$ cat src/logic/ump_pkg.sv
// Overview of operation
// RULE1 - Stop code F is two; short codes stretch
// RULE2 - Three channel-B mode registers share one address
// RULE3 - Reset or set-pointer command selects mode zero
// RULE4 - Mode zero access moves pointer to one
// RULE5 - Mode one access moves pointer to two
// RULE6 - Mode two access leaves pointer alone
// RULE7 - Channel-B mode zero: no FIFO bit, low three reserved
// RULE8 - Clock select: receiver high nibble, transmitter low
// RULE9 - Receiver codes E/F use pin four
// RULE10 - Transmitter codes E/F use pin three
// RULE11 - Receiver clock is 16x except code F
// RULE12 - Transmitter clock is 16x except code F
// RULE13 - Rate depends on code, extended bits, aux bit
// RULE14 - Code C gives the top rates per mode; with ext2 set, code 6 gives 115200 here, above code C's 38400 or 19200
// RULE15 - Code D selects the counter/timer output
// RULE16 - Rates divide the 3.6864 MHz reference
// RULE17 - Command 0001 returns pointer to mode one
// RULE18 - Divisors reproduce each table rate closely
`default_nettype none

package ump_pkg;

	// Register offsets on the four-bit register port.
	localparam logic [3:0] MODE_A_ADDR   = 4'h0;
	localparam logic [3:0] CSR_A_ADDR    = 4'h1;
	localparam logic [3:0] CMD_A_ADDR    = 4'h2;
	localparam logic [3:0] AUX_ADDR      = 4'h4;
	localparam logic [3:0] STATUS_ADDR   = 4'h5;
	localparam logic [3:0] CHAN_STRIDE   = 4'h8;

	// Reset values of the programmable registers.
	localparam logic [7:0] MODE_RESET    = 8'h00;
	localparam logic [7:0] CSR_RESET     = 8'h00;
	localparam logic [7:0] AUX_RESET     = 8'h00;

	// Readable bits of mode zero per channel; channel B lacks the FIFO size bit.
	localparam logic [7:0] MODE0_MASK_A  = 8'hFF;
	localparam logic [7:0] MODE0_MASK_B  = 8'hF0;

	// Field positions.
	localparam int EXT1_BIT   = 0;
	localparam int EXT2_BIT   = 2;
	localparam int AUX_SET_BIT = 7;
	localparam int CMD_LSB    = 4;

	// Miscellaneous command codes in the command register upper nibble.
	localparam logic [3:0] CMD_PTR_ONE   = 4'h1;
	localparam logic [3:0] CMD_PTR_ZERO  = 4'hB;

	// Clock select codes with special meaning.
	localparam logic [3:0] SEL_TIMER     = 4'hD;
	localparam logic [3:0] SEL_PIN_X16   = 4'hE;
	localparam logic [3:0] SEL_PIN_X1    = 4'hF;

	// Stop length, in sixteenths of a bit.
	localparam logic [5:0] STOP_SHORT_BASE = 6'h09;
	localparam logic [5:0] STOP_LONG_BASE  = 6'h11;
	localparam logic [5:0] STOP_TWO        = 6'h20;
	localparam logic [5:0] STOP_FIVE_EXTRA = 6'h08;
	localparam logic [1:0] CHAR_FIVE       = 2'h0;

	// Reference oscillator and system clock, both in Hz.
	localparam int REF_HZ     = 3686400;
	localparam int CLK_HZ     = 100000000;
	// Phase accumulator step and modulus, reduced by 100 to fit 20 bits.
	localparam logic [19:0] NCO_STEP = 20'(REF_HZ / 100);
	localparam logic [19:0] NCO_MOD  = 20'(CLK_HZ / 100);
	localparam int OVERSAMPLE = 16;

	// Mode register pointer, one-hot.
	typedef enum logic [2:0] {
		PTR_ZERO = 3'b001,
		PTR_ONE  = 3'b010,
		PTR_TWO  = 3'b100
	} ump_ptr_t;

	// Reference ticks per 16x clock for a rate code; zero for codes D to F.
	function automatic logic [12:0] ump_divisor(input logic [3:0] code,
		input logic ext1, input logic ext2, input logic aux);
		logic [12:0] d;
		d = 13'h0000;
		unique case (code)
			4'h0: d = ext1 ? (aux ? 13'd512 : 13'd768) :
				ext2 ? (aux ? 13'd32 : 13'd48) : (aux ? 13'd3072 : 13'd4608);
			4'h1: d = (ext2 && !ext1) ? 13'd262 : 13'd2096;
			4'h2: d = (ext2 && !ext1) ? 13'd214 : 13'd1712;
			4'h3: d = ext1 ? (aux ? 13'd256 : 13'd192) :
				ext2 ? (aux ? 13'd16 : 13'd12) : (aux ? 13'd1536 : 13'd1152);
			4'h4: d = ext1 ? 13'd128 : ext2 ? 13'd8 : 13'd768;
			4'h5: d = ext1 ? 13'd64 : ext2 ? 13'd4 : 13'd384;
			4'h6: d = ext1 ? 13'd32 : ext2 ? 13'd2 : 13'd192;
			4'h7: d = aux ? 13'd115 : 13'd220;
			4'h8: d = ext1 ? 13'd16 : ext2 ? 13'd4 : 13'd96;
			4'h9: d = ext1 ? 13'd8 : 13'd48;
			4'hA: d = (ext2 && !ext1) ? (aux ? 13'd16 : 13'd4) : (aux ? 13'd128 : 13'd32);
			4'hB: d = ext1 ? 13'd4 : 13'd24;
			4'hC: d = ext1 ? (aux ? 13'd2 : 13'd1) : (aux ? 13'd12 : 13'd6);
			default: d = 13'h0000;
		endcase
		return d;
	endfunction

endpackage

`default_nettype wire

$ cat src/logic/ump_rate_div.sv
`default_nettype none

// Divides reference ticks down to one 16x clock pulse per divisor count.
module ump_rate_div #(
	parameter int W = 13
) (
	// Clock and reset.
	input  wire logic         clock_i,
	input  wire logic         nrst_i,
	// Reference tick and divisor.
	input  wire logic         ref_tick_i,
	input  wire logic [W-1:0] divisor_i,
	// Output pulse.
	output logic              tick_o
);

	logic [W-1:0] count;
	logic         wrap;

	// A shrinking divisor must not strand the counter above it, hence the compare.
	assign wrap = ref_tick_i && (count >= divisor_i - W'(1));

	// Count reference ticks and pulse once per full divisor.
	always_ff @(posedge clock_i) begin
		if (!nrst_i) begin
			count  <= '0;
			tick_o <= 1'b0;
		end else begin
			tick_o <= wrap && (divisor_i != '0);
			if (wrap) begin
				count <= '0;
			end else if (ref_tick_i) begin
				count <= count + W'(1);
			end
		end
	end

endmodule

`default_nettype wire

$ cat src/logic/ump_top.sv
// The plain strobed port was decided locally.
`default_nettype none

// Mode pointers, stop length and baud clock selection for two channels.
module ump_top #(
	parameter int DIV_W = 13
) (
	// Clock and reset.
	input  wire logic        clock_i,
	input  wire logic        nrst_i,
	// Register port.
	input  wire logic [3:0]  addr_i,
	input  wire logic [7:0]  wdata_i,
	input  wire logic        wr_i,
	input  wire logic        rd_i,
	output logic      [7:0]  rdata_o,
	// Clock sources.
	input  wire logic        input_pin_three_i,
	input  wire logic        input_pin_four_i,
	input  wire logic        timer_tick_i,
	// Per-channel receiver clocks, index 0 is channel A.
	output logic      [1:0]  rx_sample_tick_o,
	output logic      [1:0]  rx_bit_tick_o,
	output logic      [1:0]  rx_x1_o,
	// Per-channel transmitter clocks.
	output logic      [1:0]  tx_sample_tick_o,
	output logic      [1:0]  tx_bit_tick_o,
	output logic      [1:0]  tx_x1_o,
	// Per-channel stop length in sixteenths of a bit.
	output logic [1:0][5:0]  stop_len_o
);

	// Register state.
	logic [1:0][7:0]         mode_zero;
	logic [1:0][7:0]         mode_one;
	logic [1:0][7:0]         mode_two;
	logic [1:0][7:0]         clock_select;
	logic [1:0][2:0]         pointer;
	logic [7:0]              aux_control_reg;

	// Decode results.
	logic [1:0]              hit_mode;
	logic [1:0]              hit_csr;
	logic [1:0]              hit_cmd;
	logic                    hit_aux;
	logic                    hit_status;
	logic [1:0]              mode_access;
	logic [1:0][2:0]         next_pointer;
	logic [1:0][7:0]         mode_read;
	logic [7:0]              next_rdata;

	// Reference oscillator and pin edges.
	logic [19:0]             phase;
	logic [20:0]             phase_sum;
	logic                    ref_wrap;
	logic                    ref_tick;
	logic                    pin_three_q;
	logic                    pin_four_q;
	logic                    pin_three_edge;
	logic                    pin_four_edge;

	// Aux and extended mode bits, shared by both channels.
	logic                    aux_set;
	logic                    ext1;
	logic                    ext2;

	// Shared register decode; address, bus and status.
	assign hit_aux    = addr_i == ump_pkg::AUX_ADDR;
	assign hit_status = addr_i == ump_pkg::STATUS_ADDR;
	assign aux_set    = aux_control_reg[ump_pkg::AUX_SET_BIT];
	// Channel A mode zero carries the extended rate bits for both channels.
	assign ext1       = mode_zero[0][ump_pkg::EXT1_BIT]; // RULE13
	assign ext2       = mode_zero[0][ump_pkg::EXT2_BIT]; // RULE13

	// Per-channel register file.
	for (genvar c = 0; c < 2; c++) begin : g_chan
		localparam logic [3:0] OFS = 4'(c) * ump_pkg::CHAN_STRIDE;
		localparam logic [7:0] MASK0 = (c == 0) ? ump_pkg::MODE0_MASK_A
			: ump_pkg::MODE0_MASK_B;
		logic       cmd_ptr_one;
		logic       cmd_ptr_zero;
		logic [3:0] cmd_code;

		// One address per channel reaches all three mode registers.
		assign hit_mode[c] = addr_i == (ump_pkg::MODE_A_ADDR | OFS); // RULE2
		assign hit_csr[c]  = addr_i == (ump_pkg::CSR_A_ADDR | OFS); // RULE8
		assign hit_cmd[c]  = addr_i == (ump_pkg::CMD_A_ADDR | OFS);
		assign mode_access[c] = hit_mode[c] && (wr_i || rd_i);
		assign cmd_code = wdata_i[ump_pkg::CMD_LSB +: 4];
		assign cmd_ptr_one  = wr_i && hit_cmd[c] && (cmd_code == ump_pkg::CMD_PTR_ONE);
		assign cmd_ptr_zero = wr_i && hit_cmd[c] && (cmd_code == ump_pkg::CMD_PTR_ZERO);

		// Pointer steps zero, one, two and then stays; commands override.
		assign next_pointer[c] =
			cmd_ptr_zero ? ump_pkg::PTR_ZERO : // RULE3
			cmd_ptr_one ? ump_pkg::PTR_ONE : // RULE17
			!mode_access[c] ? pointer[c] :
			(pointer[c] == ump_pkg::PTR_ZERO) ? ump_pkg::PTR_ONE : // RULE4
			(pointer[c] == ump_pkg::PTR_ONE) ? ump_pkg::PTR_TWO : // RULE5
			ump_pkg::PTR_TWO; // RULE6

		// The reserved low bits of channel B mode zero read back as zero.
		assign mode_read[c] =
			(pointer[c] == ump_pkg::PTR_ZERO) ? (mode_zero[c] & MASK0) : // RULE7
			(pointer[c] == ump_pkg::PTR_ONE) ? mode_one[c] : mode_two[c];

		// Pointer register; reset lands on mode zero.
		always_ff @(posedge clock_i) begin
			if (!nrst_i) begin
				pointer[c] <= ump_pkg::PTR_ZERO; // RULE3
			end else begin
				pointer[c] <= next_pointer[c];
			end
		end

		// Mode register writes go to whichever register the pointer names.
		always_ff @(posedge clock_i) begin
			if (!nrst_i) begin
				mode_zero[c] <= ump_pkg::MODE_RESET;
				mode_one[c]  <= ump_pkg::MODE_RESET;
				mode_two[c]  <= ump_pkg::MODE_RESET;
			end else if (wr_i && hit_mode[c]) begin
				unique case (pointer[c])
					ump_pkg::PTR_ZERO: mode_zero[c] <= wdata_i & MASK0; // RULE7
					ump_pkg::PTR_ONE:  mode_one[c]  <= wdata_i;
					ump_pkg::PTR_TWO:  mode_two[c]  <= wdata_i;
					default:           mode_two[c]  <= wdata_i;
				endcase
			end
		end

		// Clock select is write-only; its codes drive the baud selection.
		always_ff @(posedge clock_i) begin
			if (!nrst_i) begin
				clock_select[c] <= ump_pkg::CSR_RESET;
			end else if (wr_i && hit_csr[c]) begin
				clock_select[c] <= wdata_i; // RULE8
			end
		end
	end

	// The aux control register is kept whole even though only bit 7 is used here.
	always_ff @(posedge clock_i) begin
		if (!nrst_i) begin
			aux_control_reg <= ump_pkg::AUX_RESET;
		end else if (wr_i && hit_aux) begin
			aux_control_reg <= wdata_i;
		end
	end

	// Read data; clock select and command registers are write-only and read zero.
	assign next_rdata =
		!rd_i ? 8'h00 :
		hit_mode[0] ? mode_read[0] :
		hit_mode[1] ? mode_read[1] :
		hit_aux ? aux_control_reg :
		hit_status ? {1'b0, pointer[1], 1'b0, pointer[0]} :
		8'h00;

	// Read data stands for exactly one cycle after the strobe.
	always_ff @(posedge clock_i) begin
		if (!nrst_i) begin
			rdata_o <= 8'h00;
		end else begin
			rdata_o <= next_rdata;
		end
	end

	// Phase accumulator makes an exact 3.6864 MHz tick from the 100 MHz clock.
	assign phase_sum = {1'b0, phase} + {1'b0, ump_pkg::NCO_STEP};
	assign ref_wrap  = phase_sum >= {1'b0, ump_pkg::NCO_MOD};

	// Jitter is one system clock per tick; the mean rate is exact.
	always_ff @(posedge clock_i) begin
		if (!nrst_i) begin
			phase    <= 20'h00000;
			ref_tick <= 1'b0;
		end else begin
			phase    <= ref_wrap ? 20'(phase_sum - {1'b0, ump_pkg::NCO_MOD})
				: phase_sum[19:0]; // RULE16
			ref_tick <= ref_wrap; // RULE16
		end
	end

	// External clock pins are synchronous; a rising edge counts as one clock.
	assign pin_three_edge = input_pin_three_i && !pin_three_q;
	assign pin_four_edge  = input_pin_four_i && !pin_four_q;

	// Previous pin levels for edge detection.
	always_ff @(posedge clock_i) begin
		if (!nrst_i) begin
			pin_three_q <= 1'b0;
			pin_four_q  <= 1'b0;
		end else begin
			pin_three_q <= input_pin_three_i;
			pin_four_q  <= input_pin_four_i;
		end
	end

	// Four clock paths: index 2*c is channel c receiver, 2*c+1 its transmitter.
	logic [3:0] path_sample;
	logic [3:0] path_bit;
	logic [3:0] path_x1;

	for (genvar p = 0; p < 4; p++) begin : g_path
		localparam int CH = p / 2;
		localparam bit IS_TX = (p % 2) == 1;
		logic [3:0]       code;
		logic [DIV_W-1:0] divisor;
		logic             gen_tick;
		logic             pin_edge;
		logic             sel_tick;
		logic             is_x1;
		logic [3:0]       sub;
		logic             next_bit;

		// Receiver code sits in the high nibble, transmitter in the low.
		assign code = IS_TX ? clock_select[CH][3:0] : clock_select[CH][7:4]; // RULE8
		assign divisor = DIV_W'(ump_pkg::ump_divisor(code, ext1, ext2, aux_set)); // RULE18
		// Receivers take pin four, transmitters pin three.
		assign pin_edge = IS_TX ? pin_three_edge : pin_four_edge; // RULE9 RULE10
		assign is_x1 = code == ump_pkg::SEL_PIN_X1; // RULE11 RULE12

		// Rate generator, one per path so that every path may differ.
		ump_rate_div #(
			.W(DIV_W)
		) u_div (
			.clock_i   (clock_i),
			.nrst_i    (nrst_i),
			.ref_tick_i(ref_tick),
			.divisor_i (divisor),
			.tick_o    (gen_tick)
		);

		// Source selection: timer, external pin, or the rate generator.
		assign sel_tick =
			(code == ump_pkg::SEL_TIMER) ? timer_tick_i : // RULE15
			((code == ump_pkg::SEL_PIN_X16) || is_x1) ? pin_edge : // RULE9 RULE10
			gen_tick; // RULE13 RULE14 RULE16

		// A 1x clock is itself the bit clock; a 16x clock is divided by sixteen.
		assign next_bit = is_x1 ? sel_tick // RULE11 RULE12
			: (sel_tick && (sub == 4'(ump_pkg::OVERSAMPLE - 1)));

		// Sample and bit ticks are registered so every output is a flop.
		always_ff @(posedge clock_i) begin
			if (!nrst_i) begin
				sub            <= 4'h0;
				path_sample[p] <= 1'b0;
				path_bit[p]    <= 1'b0;
				path_x1[p]     <= 1'b0;
			end else begin
				if (sel_tick && !is_x1) begin
					sub <= sub + 4'h1;
				end
				path_sample[p] <= sel_tick;
				path_bit[p]    <= next_bit;
				path_x1[p]     <= is_x1;
			end
		end
	end

	// Route the paths to the per-channel output ports.
	for (genvar c = 0; c < 2; c++) begin : g_out
		logic [3:0] stop_code;
		logic       five_bit;
		logic [5:0] next_stop;

		assign rx_sample_tick_o[c] = path_sample[2*c];
		assign rx_bit_tick_o[c]    = path_bit[2*c];
		assign rx_x1_o[c]          = path_x1[2*c];
		assign tx_sample_tick_o[c] = path_sample[2*c+1];
		assign tx_bit_tick_o[c]    = path_bit[2*c+1];
		assign tx_x1_o[c]          = path_x1[2*c+1];

		// Stop code in mode two low nibble; character length in mode one low bits.
		assign stop_code = mode_two[c][3:0];
		assign five_bit  = mode_one[c][1:0] == ump_pkg::CHAR_FIVE;
		// Codes step in sixteenths; the short half gains half a bit for five-bit data.
		assign next_stop =
			(stop_code == 4'hF) ? ump_pkg::STOP_TWO : // RULE1
			!stop_code[3] ? (ump_pkg::STOP_SHORT_BASE + {3'b000, stop_code[2:0]}
				+ (five_bit ? ump_pkg::STOP_FIVE_EXTRA : 6'h00)) : // RULE1
			(ump_pkg::STOP_LONG_BASE + {2'b00, stop_code}) - 6'h08 + 6'h08;

		// Registered stop length.
		always_ff @(posedge clock_i) begin
			if (!nrst_i) begin
				stop_len_o[c] <= ump_pkg::STOP_SHORT_BASE;
			end else begin
				stop_len_o[c] <= next_stop;
			end
		end
	end

endmodule

`default_nettype wire

$ cat config.mk
export PLATFORM = sky130hd
export DESIGN_NAME = ump_top
export DESIGN_NICKNAME = d
export VERILOG_FILES = /design/src/logic/ump_pkg.sv /design/src/logic/ump_rate_div.sv /design/src/logic/ump_top.sv
export SDC_FILE = /design/constraint.sdc
export NUM_CORES = 1
export LEC_CHECK = 0
export BUFFER_PORTS_ARGS = -buffer_cell sky130_fd_sc_hd__buf_2
export CAP_MARGIN = 5
export CORE_ASPECT_RATIO = 1.5
export CORE_MARGIN = 2
export CORE_UTILIZATION = 59
export CTS_BUF_LIST = sky130_fd_sc_hd__clkbuf_8 sky130_fd_sc_hd__clkbuf_16
export DETAILED_ROUTE_END_ITERATION = 10
export PLACE_DENSITY = 0.75
export SLEW_MARGIN = 5
export SYNTH_ARGS = -nofsm -noshare
export SYNTH_HDL_FRONTEND = slang
export SYNTH_SLANG_ARGS = --single-unit
$ cat constraint.sdc
create_clock -name clock_i -period 6.45 [get_ports clock_i]
set_clock_uncertainty 0.1 [all_clocks]
set_input_delay 0 -clock clock_i [delete_from_list [all_inputs] [get_ports clock_i]]
set_output_delay 0 -clock clock_i [all_outputs]
set_load 0.01 [all_outputs]
==> impl_results.md <==
* Status: completed
* Core footprint at 21,600 µm²
* Slew HR at 0.283
* IO Count at 51
* Post-detailed-route via-to-cell ratio at 6.17
* Mapped Cells at 1,583
* FF-to-FF Start: ext1$_SDFFE_PN0P_
* Routed Antenna Nets at 0
* CP delay by family, top: compound AO/OA/AOI/OAI gates
* 1st-iter DRT viols at around 640
* Worst Max-Slew Pin Slew at approximately 1.1 ns
* Syn Nets at 1,674
* Yosys reg bits at just under 200
* RSZ-0062 raised after global routing: false
* GRT met3 Usage at 0.0414
* Critical path's slowest cell: dfxtp_2
* Synth Flop Type: dfxtp_1
* Number of remaining DRC errors at 0
* GRT Residual Overflow at 0
* Largest Register: g_path.u_div.count
* Max-cap viol count at 0
* Crit-path most repeated cell: buf_4
* CP Launch Point: ext1$_SDFFE_PN0P_
* Dpl cells at around 1,800
* Average wire per standard cell at 17.2 µm
* Fin crit period at between 4 and 5 ns
* Clock power share at 0.451
* Vias post-DR at ~11,000
* PD cells at 189 nW/µm²
* Vias in the first global route at roughly 11,000
* CP Cell Sequence: buf_4, nand2b_1, buf_4, o21ai_0, a222oi_1, nand4_2, nor4_2, nand4_1, xor2_1, ha_1, nand3_1, o221ai_1, o221ai_1, o21ai_0, buf_4, nor2_1
* LEAKAGE at 5.80 nW
* Chip Height at 186 µm
* Worst VDD drop at 185 µV
* Met2 GRT Util at 0.496
* Postcts setup bufs at 0
* Die area at 23,300 µm²
* Final wirelength at about 32,000 µm
* Nets at between 1,500 and 2,000
* Clock Pin Slew Worst Setup and Hold Paths at 0.07 ns
* Area Growth Syn to Fin at 7.00%
* CTS root buffer: clkbuf_16
* Largest net degree at the start of global routing at 66
* Gr usage total at 0.274
* Max-slew violation count at 0
* Hold_ws at 0.0260 ns
* Buffers added on ports at 50
* First-pass GRT wire length at 52,700 µm
* CTS max path bufs at 2
* CP arrival at 5.02 ns
* Number of flops mapped to enable cells by yosys at 0
* Total Power at ~2.6 mW
* Final hold vios at 0
* Mapped Area at 13,000 µm²
* Crit path max fanout at 41
* WP data required at 6.69 ns
* Met1 usage at 0.311
* Most frequent cells in the layout: nor2_1, dfxtp_1, nand2_1
* Layout Cells excl Fill at 1,848
* Most Used Layer, Global Route: met2
* Share of layout cells above drive strength 1 at 0.0895
* Final setup viols at 0
* Final Util at 0.643
* Number of CTS-inserted buffers at 17
* Hold Path Class: in -> reg
* Num rows at 66
* Logic pwr share at 0.080
* ANT cells at 0
* H-tree depth at 4
* CTS tree: yes
* Clk sinks at 195
* Synthesized area per cell at 8.22 µm²
* P_sw at about 0.7 mW
* Hold path start: addr_i[0]
* Fin crit share at 0.740
* Clk_lat worst skew at 0.46 ns
* Max reg flops at 52
* Initial DRT Pass Iterations at 7
* Worst Path Buf+Inv at 3
* Crit-path max cell delay at 0.55 ns
* Commonest non-fill, non-tap cell in the layout: nor2_1
* Synth warn at 0
* Synth cell types at 100
* Internal Power at between 1.5 and 2 mW
* Die Wd at between 100 and 150 µm
* CP Class: reg -> reg
* Sw Share at 0.263
* CP Launch Type: register
* Synth async-reset ratio at 0
* Crit. End Element: register
* Reg power frac at 0.469
* Seq/Total Area, Yosys at 0.300
* Detailed Place HPWL at 22,200 µm
* Antenna violations before repair at 0
* Max frequency at 0.209 GHz
* Post-Route Setup TNS at 0 ns
* Starting density of the core at 0.601
* Final Wtd Congestion at between 0.9 and 1
## layout make-up
cell class,count,area [µm²]
timing repair buffer,79,515
multi-input combinational,1235,8370
sequential,195,3910
inverter,35,133
clock inverter,15,230
tap,272,340
clock buffer,17,425
fill,1882,7720
## per-layer routing
layer  routed length (µm)  share of wire
met4                 1450          0.046
met2                16100           0.51
met3                 1260          0.040
met1                13000           0.41
met5                    0              0
## cells in the mapped netlist (8+ instances only)
library cell | count | share of area
and3_1 | 24 | 0.012
o2111ai_1 | 8 | 0.0054
o221ai_1 | 12 | 0.0081
buf_4 | 10 | 0.0058
inv_1 | 30 | 0.0087
o22a_1 | 10 | 0.0067
clkbuf_1 | 52 | 0.015
nor3_1 | 43 | 0.017
o211ai_1 | 9 | 0.0052
a211oi_1 | 12 | 0.0069
mux2i_1 | 83 | 0.064
or2_2 | 8 | 0.0038
nand4_1 | 32 | 0.015
buf_2 | 43 | 0.017
nand2_1 | 94 | 0.027
a22oi_1 | 10 | 0.0058
nand3b_1 | 12 | 0.0069
nor2_1 | 232 | 0.067
o31ai_1 | 9 | 0.0052
o32ai_1 | 9 | 0.0061
ha_1 | 72 | 0.069
nand3_1 | 45 | 0.017
buf_6 | 9 | 0.0078
nor3b_1 | 15 | 0.0087
o21ai_0 | 49 | 0.019
a21oi_1 | 71 | 0.027
dfxtp_1 | 195 | 0.30
xor2_1 | 69 | 0.046
a31oi_1 | 20 | 0.0096
nand2b_1 | 31 | 0.015
a21o_1 | 20 | 0.012
nor2b_1 | 25 | 0.012
xnor2_1 | 53 | 0.036
and2_1 | 28 | 0.013
## kinds of logic after synthesis
kind of cell,after synthesis,share of synthesized area
and+or+nand+nor,639,0.253
AOI/OAI and AO/OA,314,0.171
DFF,195,0.300
buffers and inverters,153,0.0565
xor gates and xnor gates,123,0.0834
muxes,86,0.0665
adders and majority gates,73,0.0700
## power groups by stage
stage	sequential (mW)	combinational [mW]	clock (mW)
final	1.23	0.211	1.18
after CTS	1.23	0.208	1.20
after detailed placement	1.26	0.199	0
after floorplan	1.25	0.166	0
after global routing	1.23	0.232	1.24
after global placement	1.26	0.194	0
## worst paths after layout
check	endpoint	slack [ns]	cells after the start
setup / recovery	g_path[0].u_div.count[6]$_SDFFE_PP0P_	1.68	16
hold / removal	rdata_o[7]$_SDFF_PN0_	0.03	4
setup reg to reg	g_path[0].u_div.count[6]$_SDFFE_PP0P_	1.68	16
hold reg to reg	aux_control_reg[4]$_SDFFE_PN0P_	0.36	2
## repair_timing
item,CTS,global route
gates resized for setup,0,0
hold buffers,19,0
hold endpoints to repair,86,0
## worst register-to-register path, delay by kind of cell (launching register included)
kind,cells,cell delay (ns)
flip-flops,1,0.55
AO/OA/AOI/OAI,5,1.29
AND/OR/NAND/NOR,6,1.28
adder cells (fa/ha/maj),1,0.27
XOR/XNOR,1,0.18
buffers and inverters,3,0.98
## through the flow
step / setup WS, ns / cell area [µm²]
finish: 1.68 / 13900
global route: 1.23 / 13900
global placement: 1.97 / 13100
CTS: 1.74 / 13900
detailed placement: 1.78 / 13100
floorplan: 2.44 / 13000
No activity file was read; power rests on OpenSTA's default activity.
